### config.mk
export PLATFORM = sky130hd
export DESIGN_NAME = ripple_count_positioner
export DESIGN_NICKNAME = d
export VERILOG_FILES = /design/src/ripple_pkg.sv /design/src/ch_if.sv /design/src/ripple_channel.sv /design/src/ripple_count_positioner.sv
export SDC_FILE = /design/constraint.sdc
export NUM_CORES = 1
export LEC_CHECK = 0
export BUFFER_PORTS_ARGS = -buffer_cell sky130_fd_sc_hd__buf_2
export CAP_MARGIN = 0
export CORE_ASPECT_RATIO = 1.4
export CORE_MARGIN = 2
export CORE_UTILIZATION = 56
export CTS_CLUSTER_SIZE = 25
export DETAILED_ROUTE_END_ITERATION = 12
export GPL_TIMING_DRIVEN = 0
export PLACE_DENSITY = 0.77
export REMOVE_ABC_BUFFERS = 1
export SYNTH_ARGS = -nofsm -noshare
export SYNTH_HDL_FRONTEND = slang
export SYNTH_SLANG_ARGS = --single-unit
### constraint.sdc
create_clock -name pclk -period 3.4 [get_ports pclk]
set_input_delay 0.68 -clock pclk [delete_from_list [all_inputs] [get_ports pclk]]
set_output_delay 0.68 -clock pclk [all_outputs]
set_load 0.01 [all_outputs]
### src/ripple_pkg.sv
// Shared constants and types of the ripple-count positioner
package ripple_pkg;
    localparam int CLK_HZ      = 100_000_000;
    localparam int DEBOUNCE_US = 1000;
    localparam int STALL_MS    = 200;
    localparam int STOP_MS     = 100;
    localparam int DEBOUNCE_CYC = DEBOUNCE_US * (CLK_HZ / 1_000_000);
    localparam int STALL_TO_CYC = STALL_MS * (CLK_HZ / 1000);
    localparam int STOP_TO_CYC  = STOP_MS * (CLK_HZ / 1000);

    localparam int NUM_CH = 3;
    localparam int NUM_BR = 6;
    localparam int CNT_W  = 16;
    localparam int TMR_W  = 25;
    localparam int DEB_W  = 17;

    // APB byte offsets
    localparam logic [7:0] CMD_OFS   = 8'h00;
    localparam logic [7:0] STAT1_OFS = 8'h04;
    localparam logic [7:0] STAT2_OFS = 8'h08;
    localparam logic [7:0] STAT3_OFS = 8'h0C;

    // Command word fields
    localparam int CMD_MOT_LSB  = 0;
    localparam int CMD_DIR_BIT  = 3;
    localparam int CMD_GAIN_LSB = 4;
    localparam int CMD_CNT_LSB  = 8;
    localparam int CMD_W        = 24;
    localparam int CMD_LINE_BIT = 30;
    localparam int CMD_REF_BIT  = 31;

    // Status word fields
    localparam int STAT_BUSY_BIT  = 16;
    localparam int STAT_STALL_BIT = 17;
    localparam int STAT_VOLT_BIT  = 18;
    localparam int STAT_INVAL_BIT = 19;
    localparam int STAT_DONE_BIT  = 20;
    localparam int STAT_BRAKE_BIT = 21;

    // Motor number minus one -> channel and lower bridge index
    localparam logic [1:0] MOT_CHAN [5] = '{2'h0, 2'h1, 2'h2, 2'h0, 2'h2};
    localparam logic [2:0] MOT_BR   [5] = '{3'h0, 3'h2, 3'h4, 3'h1, 3'h3};

    typedef enum logic [1:0] {
        GAIN_LOW  = 2'h0,
        GAIN_MED  = 2'h1,
        GAIN_HIGH = 2'h2
    } gain_t;

    typedef enum logic [2:0] {
        ST_IDLE  = 3'h1,
        ST_RUN   = 3'h2,
        ST_BRAKE = 3'h4
    } ch_state_t;
endpackage

### src/ch_if.sv
// Command and status bundle between the top and one ripple channel
`timescale 1ns/1ns
interface ch_if;
    import ripple_pkg::*;
    logic             start;
    logic [2:0]       bridge;
    logic             dir;
    gain_t            gain;
    logic [CNT_W-1:0] target;
    logic             ripple;
    logic             volt_fault;
    logic             hard_fault;
    logic             ack;
    ch_state_t        state;
    logic [CNT_W-1:0] count;
    logic             stall;
    logic             vflag;
    logic             invalid;
    logic             done;
    logic [2:0]       bridge_q;
    logic             dir_q;
    gain_t            gain_q;

    modport ctrl (output start, bridge, dir, gain, target, ripple, volt_fault, hard_fault, ack,
                  input state, count, stall, vflag, invalid, done, bridge_q, dir_q, gain_q);
    modport chan (input start, bridge, dir, gain, target, ripple, volt_fault, hard_fault, ack,
                  output state, count, stall, vflag, invalid, done, bridge_q, dir_q, gain_q);
endinterface

### src/ripple_channel.sv
// One ripple channel: move sequencer, counter, stall and stop timers
`timescale 1ns/1ns
module ripple_channel
    import ripple_pkg::*;
#(
    parameter int STALL_CYC = STALL_TO_CYC,
    parameter int STOP_CYC  = STOP_TO_CYC
) (
    // Clock and reset
    input  wire logic pclk,
    input  wire logic presetn,
    // Control bundle
    ch_if.chan        c
);
    ch_state_t        state_q, state_d;
    logic [CNT_W-1:0] count_q, count_d, target_q, target_d;
    logic [TMR_W-1:0] tmr_q, tmr_d;
    logic             stall_q, stall_d, vflag_q, vflag_d, inval_q, inval_d;
    logic             done_q, done_d, done_set;
    logic [2:0]       bridge_q, bridge_d;
    logic             dir_q, dir_d;
    gain_t            gain_q, gain_d;

    always_comb begin
        state_d  = state_q;
        count_d  = count_q;
        target_d = target_q;
        tmr_d    = TMR_W'(tmr_q + TMR_W'(1));
        stall_d  = stall_q;
        vflag_d  = vflag_q;
        inval_d  = inval_q;
        bridge_d = bridge_q;
        dir_d    = dir_q;
        gain_d   = gain_q;
        done_set = 1'b0;
        case (state_q)
            ST_IDLE: begin
                tmr_d = '0;
                if (c.start) begin
                    state_d  = (c.target == '0) ? ST_BRAKE : ST_RUN; // [RL9]
                    count_d  = '0;
                    target_d = c.target;
                    bridge_d = c.bridge;
                    dir_d    = c.dir;
                    gain_d   = c.gain; // [RL3]
                    stall_d  = 1'b0;
                    vflag_d  = 1'b0;
                    inval_d  = 1'b0;
                end
            end
            ST_RUN: begin
                if (c.hard_fault) begin
                    state_d  = ST_IDLE; // [RL15]
                    inval_d  = 1'b1;
                    done_set = 1'b1;
                end else if (c.ripple) begin
                    count_d = CNT_W'(count_q + CNT_W'(1)); // [RL9]
                    tmr_d   = '0; // [RL18]
                    // Only here may a target hit turn drive into brake
                    if (count_d >= target_q) begin
                        state_d = ST_BRAKE; // [RL4]
                    end
                end else if (c.volt_fault) begin
                    state_d = ST_BRAKE; // [RL13]
                    vflag_d = 1'b1;
                    tmr_d   = '0;
                end else if (tmr_q == TMR_W'(STALL_CYC - 1)) begin
                    state_d = ST_BRAKE; // [RL6]
                    stall_d = 1'b1; // [RL7]
                    tmr_d   = '0;
                end
            end
            ST_BRAKE: begin
                if (c.hard_fault) begin
                    state_d  = ST_IDLE; // [RL15]
                    inval_d  = 1'b1;
                    done_set = 1'b1;
                end else if (c.ripple) begin
                    count_d = CNT_W'(count_q + CNT_W'(1)); // [RL13]
                    tmr_d   = '0; // [RL18]
                end else if (tmr_q == TMR_W'(STOP_CYC - 1)) begin
                    state_d  = ST_IDLE; // [RL10] [RL17]
                    done_set = 1'b1; // [RL11] [RL14]
                end
            end
            default: state_d = ST_IDLE;
        endcase
        // Set wins over a read clear in the same cycle
        done_d = done_set | (done_q & ~c.ack);
    end

    always_ff @(posedge pclk or negedge presetn) begin
        if (!presetn) begin
            state_q  <= ST_IDLE;
            count_q  <= '0;
            target_q <= '0;
            tmr_q    <= '0;
            stall_q  <= 1'b0;
            vflag_q  <= 1'b0;
            inval_q  <= 1'b0;
            done_q   <= 1'b0;
            bridge_q <= 3'h0;
            dir_q    <= 1'b0;
            gain_q   <= GAIN_LOW;
        end else begin
            state_q  <= state_d;
            count_q  <= count_d;
            target_q <= target_d;
            tmr_q    <= tmr_d;
            stall_q  <= stall_d;
            vflag_q  <= vflag_d;
            inval_q  <= inval_d;
            done_q   <= done_d;
            bridge_q <= bridge_d;
            dir_q    <= dir_d;
            gain_q   <= gain_d;
        end
    end

    assign c.state    = state_q;
    assign c.count    = count_q;
    assign c.stall    = stall_q;
    assign c.vflag    = vflag_q;
    assign c.invalid  = inval_q;
    assign c.done     = done_q;
    assign c.bridge_q = bridge_q;
    assign c.dir_q    = dir_q;
    assign c.gain_q   = gain_q;
endmodule

### src/ripple_count_positioner.sv
// Top of the ripple-count positioner: APB registers, debounce, bridge drive
`timescale 1ns/1ns
// Overview of operation
// RL1: Pulse and sine paths merge; one debounce window stops double counting.
// RL2: Sense input moves to the opposite low side while braking.
// RL3: Each channel keeps its own gain, low, medium or high, set by host.
// RL4: Drive turns to brake on target only in a ripple-accept cycle.
// RL5: After an accepted rising edge, further edges are ignored for 1 ms.
// RL6: No ripple for 200 ms while driving declares stall and brakes.
// RL7: Stall latches a diagnostic readable with the count.
// RL8: Host sends motor, direction, count and gain to start a move.
// RL9: Move drives the addressed pair, counts to target, then brakes counting.
// RL10: In brake, 100 ms without ripple declares the motor stopped.
// RL11: On stop, data-ready goes low and the full count is readable.
// RL12: Host tracks position from read count; no reverse correction.
// RL13: Over/undervoltage or stall brakes with both low sides, still counting.
// RL14: After voltage fault or stall, data-ready and count with diagnostics.
// RL15: Overcurrent or overtemperature tristates, stops counting, flags invalid.
// RL16: Motors map to channels and bridge pairs; motors 4, 5 share channels.
// RL17: After stop in brake, the pair returns to high impedance.
// RL18: Stall and stop timers restart per ripple; channels independent.
module ripple_count_positioner
    import ripple_pkg::*;
#(
    parameter int DEB_CYC   = DEBOUNCE_CYC,
    parameter int STALL_CYC = STALL_TO_CYC,
    parameter int STOP_CYC  = STOP_TO_CYC
) (
    // Clock and reset
    input  wire logic              pclk,
    input  wire logic              presetn,
    // APB slave
    input  wire logic [7:0]        paddr,
    input  wire logic              psel,
    input  wire logic              penable,
    input  wire logic              pwrite,
    input  wire logic [31:0]       pwdata,
    output logic      [31:0]       prdata,
    output logic                   pready,
    output logic                   pslverr,
    // Digitised ripple detector outputs per channel
    input  wire logic [NUM_CH-1:0] pulse_det,
    input  wire logic [NUM_CH-1:0] sine_det,
    // Supervisor inputs
    input  wire logic              bat_overvolt,
    input  wire logic              bat_undervolt,
    input  wire logic [NUM_BR-1:0] overcurrent,
    input  wire logic              overtemp,
    // Half bridge drive; both off means high impedance
    output logic      [NUM_BR-1:0] hs_on,
    output logic      [NUM_BR-1:0] ls_on,
    // Analog front end control
    output logic      [2*NUM_CH-1:0] gain_sel,
    output logic      [NUM_CH-1:0] sense_other,
    output logic      [NUM_CH-1:0] mux_alt,
    // Open-drain data-ready pin
    input  wire logic              data_ready_flag_n_in,
    output logic                   data_ready_flag_n_out,
    output logic                   data_ready_flag_n_oe
);
    ch_if chs [NUM_CH] ();

    ch_state_t        st   [NUM_CH];
    logic [2:0]       br   [NUM_CH];
    logic             dr   [NUM_CH];
    logic [CNT_W-1:0] cnt  [NUM_CH];
    logic [31:0]      stat [NUM_CH];
    logic [NUM_CH-1:0] acc, done_v, busy_v;

    // Bus side registers
    logic [CMD_W-1:0]  cmd_q, cmd_d;
    logic [2:0]        cbr_q, cbr_d;
    logic              ref_q, ref_d;
    logic [NUM_CH-1:0] start_q, start_d;
    logic [31:0]       prdata_q, prdata_d;
    logic [NUM_CH-1:0] stat_sel, ack;
    logic              hit;
    logic [31:0]       rd_word;
    logic [2:0]        mot, idx, cbr;
    logic [1:0]        cch;
    logic              mot_ok, conflict;
    logic [NUM_BR-1:0] used;

    // Output registers
    logic [NUM_BR-1:0] hs_q, hs_d, ls_q, ls_d;
    logic [NUM_CH-1:0] sense_q, sense_d, mux_q, mux_d;

    for (genvar i = 0; i < NUM_CH; i++) begin : g_ch
        logic             raw_q, raw_d;
        logic [DEB_W-1:0] deb_q, deb_d;

        // Both paths feed one edge, so one commutation counts once
        always_comb begin
            raw_d  = pulse_det[i] | sine_det[i]; // [RL1]
            acc[i] = raw_d & ~raw_q & (deb_q == '0) & (st[i] != ST_IDLE); // [RL5]
            if (acc[i]) begin
                deb_d = DEB_W'(DEB_CYC);
            end else if (deb_q != '0) begin
                deb_d = DEB_W'(deb_q - DEB_W'(1));
            end else begin
                deb_d = deb_q;
            end
        end

        always_ff @(posedge pclk or negedge presetn) begin
            if (!presetn) begin
                raw_q <= 1'b0;
                deb_q <= '0;
            end else begin
                raw_q <= raw_d;
                deb_q <= deb_d;
            end
        end

        ripple_channel #(
            .STALL_CYC (STALL_CYC),
            .STOP_CYC  (STOP_CYC)
        ) u_chan (
            .pclk    (pclk),
            .presetn (presetn),
            .c       (chs[i])
        );

        assign chs[i].start      = start_q[i];
        assign chs[i].bridge     = cbr_q;
        assign chs[i].dir        = cmd_q[CMD_DIR_BIT];
        assign chs[i].gain       = gain_t'(cmd_q[CMD_GAIN_LSB +: 2]); // [RL3]
        assign chs[i].target     = cmd_q[CMD_CNT_LSB +: CNT_W];
        assign chs[i].ripple     = acc[i];
        assign chs[i].volt_fault = bat_overvolt | bat_undervolt; // [RL13]
        assign chs[i].hard_fault = overtemp | overcurrent[br[i]]
                                 | overcurrent[3'(br[i] + 3'h1)]; // [RL15]
        assign chs[i].ack        = ack[i];
        assign st[i]     = chs[i].state;
        assign br[i]     = chs[i].bridge_q;
        assign dr[i]     = chs[i].dir_q;
        assign cnt[i]    = chs[i].count;
        assign done_v[i] = chs[i].done;
        assign busy_v[i] = (st[i] != ST_IDLE) | start_q[i];
        assign gain_sel[2*i +: 2] = chs[i].gain_q;

        always_comb begin
            stat[i] = 32'h0;
            stat[i][CNT_W-1:0]      = cnt[i]; // [RL11]
            stat[i][STAT_BUSY_BIT]  = busy_v[i];
            stat[i][STAT_STALL_BIT] = chs[i].stall; // [RL7]
            stat[i][STAT_VOLT_BIT]  = chs[i].vflag; // [RL14]
            stat[i][STAT_INVAL_BIT] = chs[i].invalid; // [RL15]
            stat[i][STAT_DONE_BIT]  = done_v[i];
            stat[i][STAT_BRAKE_BIT] = st[i] == ST_BRAKE;
        end

    end

    // Register map and command decode
    always_comb begin
        hit      = 1'b1;
        rd_word  = 32'h0;
        stat_sel = '0;
        if (paddr == CMD_OFS) begin
            rd_word = {ref_q, ~data_ready_flag_n_in, 6'h0, cmd_q};
        end else if (paddr == STAT1_OFS) begin
            stat_sel = 3'h1;
            rd_word  = stat[0];
        end else if (paddr == STAT2_OFS) begin
            stat_sel = 3'h2;
            rd_word  = stat[1];
        end else if (paddr == STAT3_OFS) begin
            stat_sel = 3'h4;
            rd_word  = stat[2];
        end else begin
            hit = 1'b0;
        end
    end

    always_comb begin
        mot    = pwdata[CMD_MOT_LSB +: 3]; // [RL8]
        mot_ok = (mot >= 3'h1) && (mot <= 3'h5);
        idx    = mot_ok ? 3'(mot - 3'h1) : 3'h0;
        cch    = MOT_CHAN[idx]; // [RL16]
        cbr    = MOT_BR[idx];
        used   = '0;
        for (int i = 0; i < NUM_CH; i++) begin
            if (busy_v[i]) begin
                used[br[i]] = 1'b1;
                used[3'(br[i] + 3'h1)] = 1'b1;
            end
        end
        // A shared channel or bridge cannot take a second motor
        conflict = used[cbr] | used[3'(cbr + 3'h1)]; // [RL16]
        cmd_d    = cmd_q;
        cbr_d    = cbr_q;
        ref_d    = ref_q;
        start_d  = '0;
        if (psel && penable && pwrite && paddr == CMD_OFS) begin
            cmd_d = pwdata[CMD_W-1:0];
            ref_d = ~mot_ok | conflict;
            if (mot_ok && !conflict) begin
                cbr_d        = cbr;
                start_d[cch] = 1'b1; // [RL9]
            end
        end
        prdata_d = (psel && !penable) ? rd_word : prdata_q;
        ack      = (psel && penable && !pwrite) ? stat_sel : '0;
    end

    always_ff @(posedge pclk or negedge presetn) begin
        if (!presetn) begin
            cmd_q    <= '0;
            cbr_q    <= 3'h0;
            ref_q    <= 1'b0;
            start_q  <= '0;
            prdata_q <= 32'h0;
        end else begin
            cmd_q    <= cmd_d;
            cbr_q    <= cbr_d;
            ref_q    <= ref_d;
            start_q  <= start_d;
            prdata_q <= prdata_d;
        end
    end

    assign prdata  = prdata_q;
    assign pready  = 1'b1;
    assign pslverr = psel & penable & ~hit;

    // Bridge drive; an idle pair is left in high impedance
    always_comb begin
        hs_d    = '0;
        ls_d    = '0;
        sense_d = '0;
        mux_d   = '0;
        for (int i = 0; i < NUM_CH; i++) begin
            mux_d[i] = (i == 0 && br[i] == MOT_BR[3]) || (i == 2 && br[i] == MOT_BR[4]); // [RL16]
            if (st[i] == ST_RUN) begin
                if (dr[i]) begin
                    hs_d[br[i]] = 1'b1;
                    ls_d[3'(br[i] + 3'h1)] = 1'b1;
                end else begin
                    ls_d[br[i]] = 1'b1;
                    hs_d[3'(br[i] + 3'h1)] = 1'b1;
                end
            end else if (st[i] == ST_BRAKE) begin
                ls_d[br[i]] = 1'b1; // [RL13]
                ls_d[3'(br[i] + 3'h1)] = 1'b1;
                // Generator current reverses, so measure the other switch
                sense_d[i] = 1'b1; // [RL2]
            end
        end
    end

    always_ff @(posedge pclk or negedge presetn) begin
        if (!presetn) begin
            hs_q    <= '0;
            ls_q    <= '0;
            sense_q <= '0;
            mux_q   <= '0;
        end else begin
            hs_q    <= hs_d;
            ls_q    <= ls_d;
            sense_q <= sense_d;
            mux_q   <= mux_d;
        end
    end

    assign hs_on       = hs_q;
    assign ls_on       = ls_q;
    assign sense_other = sense_q;
    assign mux_alt     = mux_q;
    assign data_ready_flag_n_out = 1'b0;
    assign data_ready_flag_n_oe  = |done_v; // [RL11] [RL14]
endmodule

==> impl_summary.log, run 1 <==
INFO  metric gr-usage-all-layers = 27.6%
INFO  metric leakage = a little under 10 nW
INFO  metric drt.antenna.violating_nets = 0
INFO  metric initial_utilization = a little under three fifths
INFO  metric number_of_synthesized_flops_with_an_enable_pin = 0
INFO  metric setup_slack_of_the_worst_register_to_register_path = 0.08 ns
INFO  metric netlist_area = around 19000 um^2
INFO  metric cts_buffers = 35
INFO  metric criticalPathCategory = flip-flop to flip-flop
INFO  metric via_per_inst = roughly 6.2
INFO  metric setup_ws = 0.0836 ns
INFO  metric period_needed = 3.32 ns
INFO  metric drt_iter0_markers = 1342
INFO  metric status = finished, final reports clean
INFO  metric synthesis.area_per_instance = around 9.5 um^2
INFO  metric instances_no_fill = about 2500
INFO  metric worst_pin_slew = roughly 1.3 ns
INFO  metric yosysSeqAreaShare = between 40 and 50%
INFO  metric ys_dominant_reg_cell = dfrtp_1
INFO  metric tritoncts = yes
INFO  metric cts-root-to-sink-buffers = 3
INFO  metric worst_hold_slack = between 0.1 and 0.15 ns
INFO  metric ios = between 100 and 150
INFO  metric critical_path.startpoint_type = flip-flop
INFO  metric final_design_area_excluding_fillers = between 20000 and 25000 um^2
INFO  metric critical_path_peak_fanout = 31
INFO  metric first_global_vias = 15100
INFO  metric final-setup-viol-count = 0
INFO  metric final.period_utilization = between 90 and 100%
INFO  metric share_of_synthesized_flip_flops_with_an_asynchronous_set_or_reset = between 90% and 100%
INFO  metric post_synth_num_cell_types = 85
INFO  metric fmax = 302 MHz
INFO  metric hold_class = primary input to async pin
INFO  metric yosys_register_bits = about 340
INFO  metric report.final.hold_viol_count = 0
INFO  metric worst_setup_path_end_kind = flip-flop
INFO  metric detailroute.wirelength.met2 = ~24000 um
INFO  metric rows = ~80
INFO  metric syn2layout_area_growth = 12.2%
INFO  metric dp_worst_setup_slack = -0.854 ns
INFO  metric max_cap_viol_count = 0
INFO  metric grt.overflow.total = 0
INFO  metric met3RoutedLength = 3560 um
INFO  metric synth_largest_type_area_fraction = 44.6%
INFO  metric dieWidth = 159 um
INFO  metric grt_antenna_before_repair = 0
INFO  metric post-route-drc-count = 0
INFO  metric clock_sink_count = ~340
INFO  metric worst_skew_pair.late_latency = between 0.5 and 0.6 ns
INFO  metric chipHeight = 221 um
INFO  metric ys_top_cells_by_area = dfrtp_1 45%, nand2_1 4.6%, ha_1 4.3%
INFO  metric detailed_place.area = a little under 20000 um^2
INFO  metric routabilityCongestion = 0.975
INFO  metric power-per-cell-area = 394 nW/um^2
INFO  metric first_pass_grt_wire_length = around 79000 um
INFO  metric dp_hpwl = ~35000 um
INFO  metric ir_worst_vdd = roughly 0.32 mV
INFO  metric drtPass1Iterations = 6
INFO  metric yosys_warnings = 0
INFO  metric htreeDepth = 2
INFO  metric layout.nets = 2190
INFO  metric place.detailed.instances = between 2000 and 2500
INFO  metric yosys.area.top_type = dfrtp_1
INFO  metric route.vias.total = roughly 16000
INFO  metric worst_ep_required_time = 3.82 ns
INFO  metric highest_metal_used = met4
INFO  metric route.layer.met1.wl = ~20000 um
INFO  metric maximum_number_of_pins_on_one_net_before_global_route_repair = 90
INFO  metric floorplan.die_area = around 35000 um^2
INFO  metric portBuffers = 103
INFO  metric cts_clk_pin_slew_worst_paths = 0.06 ns
INFO  metric clk_root_buffer_cell = clkbuf_16
INFO  metric final_max_slew_viol_count = 0
INFO  metric core_footprint = between 30000 and 40000 um^2
INFO  metric drt-wirelength-per-cell = about 19 um
INFO  metric syn-instance-count = a little under 2000
INFO  metric layout-drive-gt1-share = approximately 15%
INFO  metric slew_headroom = between 10% and 20%
INFO  metric finalWirelength = approximately 49000 um
INFO  metric fin_skew = roughly 0.023 ns
INFO  metric arr_time_crit_path = 3.74 ns
-- report_power, final --
group	internal, mW	switching, mW	leakage, nW	total [mW]
logic	0.159	0.287	4.55	0.447
clock network	2.17	1.61	0.554	3.78
registers	4.05	0.0369	4.55	4.09
-- final timing paths --
kind	start	cells past startpoint	to
max	g_ch[0].u_chan.c.bridge_q[0]	8	g_ch[0].u_chan.c.count[5]
min in group pclk	data_ready_flag_n_in	2	prdata[30]
max reg2reg	g_ch[0].u_chan.c.bridge_q[0]	8	g_ch[0].u_chan.c.count[5]
min	presetn	1	cmd_q[12]
min reg2reg	g_ch[0].u_chan.c.gain_q[1]	2	g_ch[0].u_chan.c.gain_q[1]
max in group asynchronous	presetn	4	g_ch[0].u_chan.c.state[0]
-- cells by family (layout without fill, tap and decap cells) --
logic type	Yosys count	after routing	synth area share, %
AND/OR/NAND/NOR	823	824	22.0
buffers and inverters	187	276	4.14
flip-flops	338	338	45.0
adder cells (fa/ha/maj)	64	64	4.26
AO/OA/AOI/OAI	368	369	12.7
other	2	10	0.0399
XOR/XNOR	136	136	6.33
multiplexers	71	71	5.56
-- flip-flops by register name, indices dropped and copies added (netlist names), 9 cells and up --
signal                  flops
g_ch.u_chan.c.state         9
g_ch.u_chan.target_q       48
g_ch.deb_q                 51
prdata                     26
g_ch.u_chan.c.count        48
cmd_q                      24
g_ch.u_chan.c.bridge_q      9
g_ch.u_chan.tmr_q          75
-- synth_stat cells, types with 5 or more instances --
cell type and count:
a211oi_1 5, a21o_1 23, a21oi_1 56, a21oi_2 6, a22o_1 29, a22oi_1 6, a2bb2oi_1 6, a31oi_1 24
and2_1 13, and3_1 35, and4_1 10, buf_1 5, buf_2 13, buf_4 10, clkbuf_1 67, dfrtp_1 335
ha_1 64, inv_1 87, mux2_2 38, mux2i_1 10, mux4_2 23, nand2_1 231, nand2b_1 35, nand3_1 78
nand3b_1 7, nand4_1 38, nand4b_1 5, nor2_1 194, nor2b_1 15, nor3_1 46, nor3b_1 9, nor4_1 29
nor4bb_1 5, o211ai_1 9, o21a_1 5, o21ai_0 108, o21ai_1 18, o221ai_1 5, o22ai_1 10, o31ai_1 16
or2_2 14, or3_1 26, or4_1 11, xnor2_1 63, xor2_1 73
-- routing by layer --
| layer | GRT usage, % | vias to the layer above |
|---|---|---|
| met4 | 12.7 | 0 |
| met3 | 4.24 | 156 |
| met5 | 0 | - |
| li1 | - | 7194 |
| met2 | 46.0 | 623 |
| met1 | 35.8 | 7605 |
-- final cells by class --
type / instances / area, um^2
tap: 445 / 557
inverter: 89 / 334
timing repair buffer: 128 / 833
clock inverter: 10 / 93.8
sequential: 338 / 8480
fill: 2693 / 12100
multi-input combinational: 1473 / 9800
antenna: 1 / 2.50
clock buffer: 49 / 1020
-- critical path, cell delays in order, from the launching register on --
cell and delay, ns:
dfrtp_4 0.62, ha_4 0.37, and3b_1 0.18, o21ai_0 0.27, a21oi_1 0.12, a2111o_2 0.60
or3_4 0.49, and2_4 0.25, a211o_1 0.30
-- cells in the final DEF, fill, tap and decap left out, drive strengths merged, types with 47 or more instances in the layout --
master and instances:
o21ai 129, inv 88, dfrtp 335, ha 64, nand3 78, nand2 231, nor3 47, xnor2 63
buf 128, nor2 194, a21oi 62, clkbuf 49, xor2 73
-- stage by stage --
stage          TNS (ns)  util, %  power, mW
5_1_grt         -0.0163     63.6       8.58
3_3_place_gp   -1711.01     58.6       4.52
6_report              0     63.6       8.31
2_1_floorplan    -14.70        -       4.32
4_1_cts               0     63.0       8.35
3_5_place_dp     -54.14     59.2       4.54
-- repair_timing --
| action | CTS | global route |
|---|---|---|
| hold endpoints to repair | 0 | 0 |
| buffers inserted | 4 | 12 |
| pin swaps | 5 | 10 |
| endpoints found under the setup margin | 109 | 89 |
| hold buffers | 0 | 0 |
| gates resized for setup | 28 | 20 |
| cloned | 1 | 1 |
No activity file was read; power rests on OpenSTA's default activity.
==> run 2: changes to the inputs <==
--- a/config.mk
+++ b/config.mk
@@ -9,11 +9,12 @@
 export CAP_MARGIN = 0
 export CORE_ASPECT_RATIO = 1.4
 export CORE_MARGIN = 2
-export CORE_UTILIZATION = 56
+export CORE_UTILIZATION = 57
+export CTS_BUF_LIST = sky130_fd_sc_hd__clkbuf_8
 export CTS_CLUSTER_SIZE = 25
 export DETAILED_ROUTE_END_ITERATION = 12
 export GPL_TIMING_DRIVEN = 0
-export PLACE_DENSITY = 0.77
+export PLACE_DENSITY = 0.79
 export REMOVE_ABC_BUFFERS = 1
 export SYNTH_ARGS = -nofsm -noshare
 export SYNTH_HDL_FRONTEND = slang
==> impl_summary.log, run 2 (synthesized netlist as in run 1, its figures left out) <==
INFO  metric dp_hpwl = between 30000 and 40000 um
INFO  metric p_seq_share = 49.5%
INFO  metric worst_hold_slack = between 0.08 and 0.09 ns
INFO  metric max_cap_viol_count = 0
INFO  metric cts.hold.buffers_added = 0
INFO  metric p_sw_share = 24.4%
INFO  metric floorplan.die_area = ~34000 um^2
INFO  metric worst_skew_pair.late_latency = roughly 0.64 ns
INFO  metric fin_skew = approximately 0.053 ns
INFO  metric first_global_vias = between 15000 and 20000
INFO  metric worst_setup_path_end_kind = flip-flop
INFO  metric worst_pin_slew = 1.42 ns
INFO  metric drt_iter0_markers = 1251
INFO  metric tritoncts = yes
INFO  metric post-route-util = roughly two thirds
INFO  metric rows = a little under 80
INFO  metric p_switching = roughly 2 mW
INFO  metric ios = between 100 and 150
INFO  metric period_needed = 3.36 ns
INFO  metric cts_clk_pin_slew_worst_paths = around 0.070 ns
INFO  metric portBuffers = ~100
INFO  metric mostFrequentLayoutCell = dfrtp_1
INFO  metric fmax = roughly 300 MHz
INFO  metric insertedDiodeCount = 0
INFO  metric layout.nets = about 2200
INFO  metric report.final.hold_viol_count = 0
INFO  metric reg2reg_to = g_ch[0].u_chan.c.state[2]
INFO  metric largestRegisters = g_ch.u_chan.tmr_q (75), g_ch.deb_q (51)
INFO  metric largest_reg_flops = 75
INFO  metric largest_register_by_flop_count = g_ch.u_chan.tmr_q
INFO  metric maximum_number_of_pins_on_one_net_before_global_route_repair = between 100 and 150
INFO  metric power-per-cell-area = approximately 390 nW/um^2
INFO  metric grt.overflow.total = 0
INFO  metric critical_path.startpoint_type = flip-flop
INFO  metric dp_worst_setup_slack = -0.896 ns
INFO  metric combinationalPowerShare = ~5.4%
INFO  metric arr_time_crit_path = 3.85 ns
INFO  metric final-setup-viol-count = 0
INFO  metric final_max_slew_viol_count = 0
INFO  metric worst_ep_required_time = 3.89 ns
INFO  metric drtPass1Iterations = 6
INFO  metric criticalPathCategory = flip-flop to flip-flop
INFO  metric routabilityCongestion = ~0.95
INFO  metric status = finished, final reports clean
INFO  metric clk_root_buffer_cell = clkbuf_8
INFO  metric setup_ws = approximately 0.040 ns
INFO  metric chipHeight = about 220 um
INFO  metric hold_class = primary input to async pin
INFO  metric place.detailed.instances = roughly 2500
INFO  metric syn2layout_area_growth = 12.5%
INFO  metric final.period_utilization = just under 100%
INFO  metric grt_antenna_before_repair = 1
INFO  metric finalSetupTns = 0 ns
INFO  metric cts-root-to-sink-buffers = 3
INFO  metric layout-drive-gt1-share = between 15 and 20%
INFO  metric route.vias.total = about 16000
INFO  metric finalWirelength = just over 50000 um
INFO  metric slew_headroom = 5.11%
INFO  metric drt.antenna.violating_nets = 0
INFO  metric cts_buffers = 54
INFO  metric first_pass_grt_wire_length = between 80000 and 90000 um
INFO  metric leakage = 9.77 nW
INFO  metric r2r-start = g_ch[0].u_chan.c.count[0]
INFO  metric via_per_inst = 6.13
INFO  metric core_footprint = approximately 32000 um^2
INFO  metric gr-usage-all-layers = about 30%
INFO  metric initial_utilization = between 50% and 60%
INFO  metric post-route-drc-count = 0
INFO  metric r2r_cells = 13
INFO  metric critical_path_peak_fanout = 7
INFO  metric clock_sink_count = roughly 340
INFO  metric htreeDepth = 2
INFO  metric power.share.clock = roughly 45%
INFO  metric setup_slack_of_the_worst_register_to_register_path = just under 0.04 ns
INFO  metric drt-wirelength-per-cell = 19.8 um
INFO  metric instances_no_fill = roughly 2600
INFO  metric layout.cells.most_common_list = 326 x dfrtp_1, 230 x nand2_1, 190 x nor2_1, 106 x o21ai_0
INFO  metric ir_worst_vdd = approximately 0.3 mV
INFO  metric cell_internal_pwr = approximately 6.2 mW
INFO  metric dieWidth = roughly 160 um
INFO  metric final.fill_count = between 2000 and 3000
run 2: changes by cell type in the layout (fill, tap and decap cells not counted), sizes merged:
cell,previous run,this run
clkinvlp,0,2
clkbuf,49,68
inv,88,102
diode,1,0
bufinv,1,3
clkinv,10,14
buf,128,129
run 2: power groups by stage:
stage | Sequential (mW) | Combinational (mW) | Clock, mW
2_1_floorplan | 4.14 | 0.175 | 0
3_3_place_gp | 4.15 | 0.367 | 0
3_5_place_dp | 4.15 | 0.385 | 0
4_1_cts | 4.08 | 0.425 | 3.78
5_1_grt | 4.08 | 0.489 | 3.97
6_report | 4.08 | 0.449 | 3.72
run 2: per-layer routing:
layer  global-route usage, %  wire length [um]  vias up
li1                        -                 -     7237
met1                    37.0             19800     7729
met4                    15.4              2690        0
met2                    49.5             25100      603
met3                    4.74              3320      177
met5                       0                 0        -
run 2: cell type report:
class / instances / area (um^2) / area share [%]
Clock buffer: 68 / 936 / 4.42
Clock inverter: 32 / 221 / 1.05
Inverter: 89 / 334 / 1.58
Multi-Input combinational cell: 1473 / 9810 / 46.4
Sequential cell: 338 / 8480 / 40.1
Tap cell: 440 / 551 / 2.60
Timing Repair Buffer: 129 / 828 / 3.92
run 2: worst max-delay path by stage:
| stage | slack (ns) | startpoint | endpoint |
|---|---|---|---|
| 6_report | 0.04 | g_ch[0].u_chan.c.count[0] | g_ch[0].u_chan.c.state[2] |
| 5_1_grt | -0.006 | g_ch[0].u_chan.c.bridge_q[2] | g_ch[0].u_chan.c.count[8] |
| 4_1_cts | 0.005 | g_ch[1].u_chan.c.count[1] | g_ch[1].u_chan.c.state[2] |
| 3_5_place_dp | -0.90 | g_ch[0].u_chan.c.bridge_q[0] | g_ch[0].u_chan.c.count[8] |
| 3_3_place_gp | -4.63 | presetn | g_ch[0].deb_q[2] |
| 2_1_floorplan | -0.58 | paddr[5] | cmd_q[0] |
run 2: worst max-delay path, cell delays in order (launching register included):
cell,delay [ns]
dfrtp_2,0.42
nand4_1,0.22
nor3_4,0.28
buf_4,0.15
nand3_1,0.09
xnor2_1,0.22
ha_1,0.31
a21o_1,0.22
a21o_1,0.19
a211o_1,0.36
a211oi_2,0.24
o211ai_1,0.21
a211oi_2,0.27
a21oi_1,0.07
run 2: timing repair:
action                                  CTS  global route
resized for setup                        30            21
gates cloned                              1             1
pin swaps                                 5            12
endpoints found under the setup margin  109            77
buffers inserted                          5            12
run 2: stage by stage:
stage,instance area [um^2],power [mW]
after detailed placement,19600,4.54
after global routing,21200,8.54
after CTS,21000,8.28
after global placement,19500,4.52
final,21200,8.25
after floorplan,18400,4.32
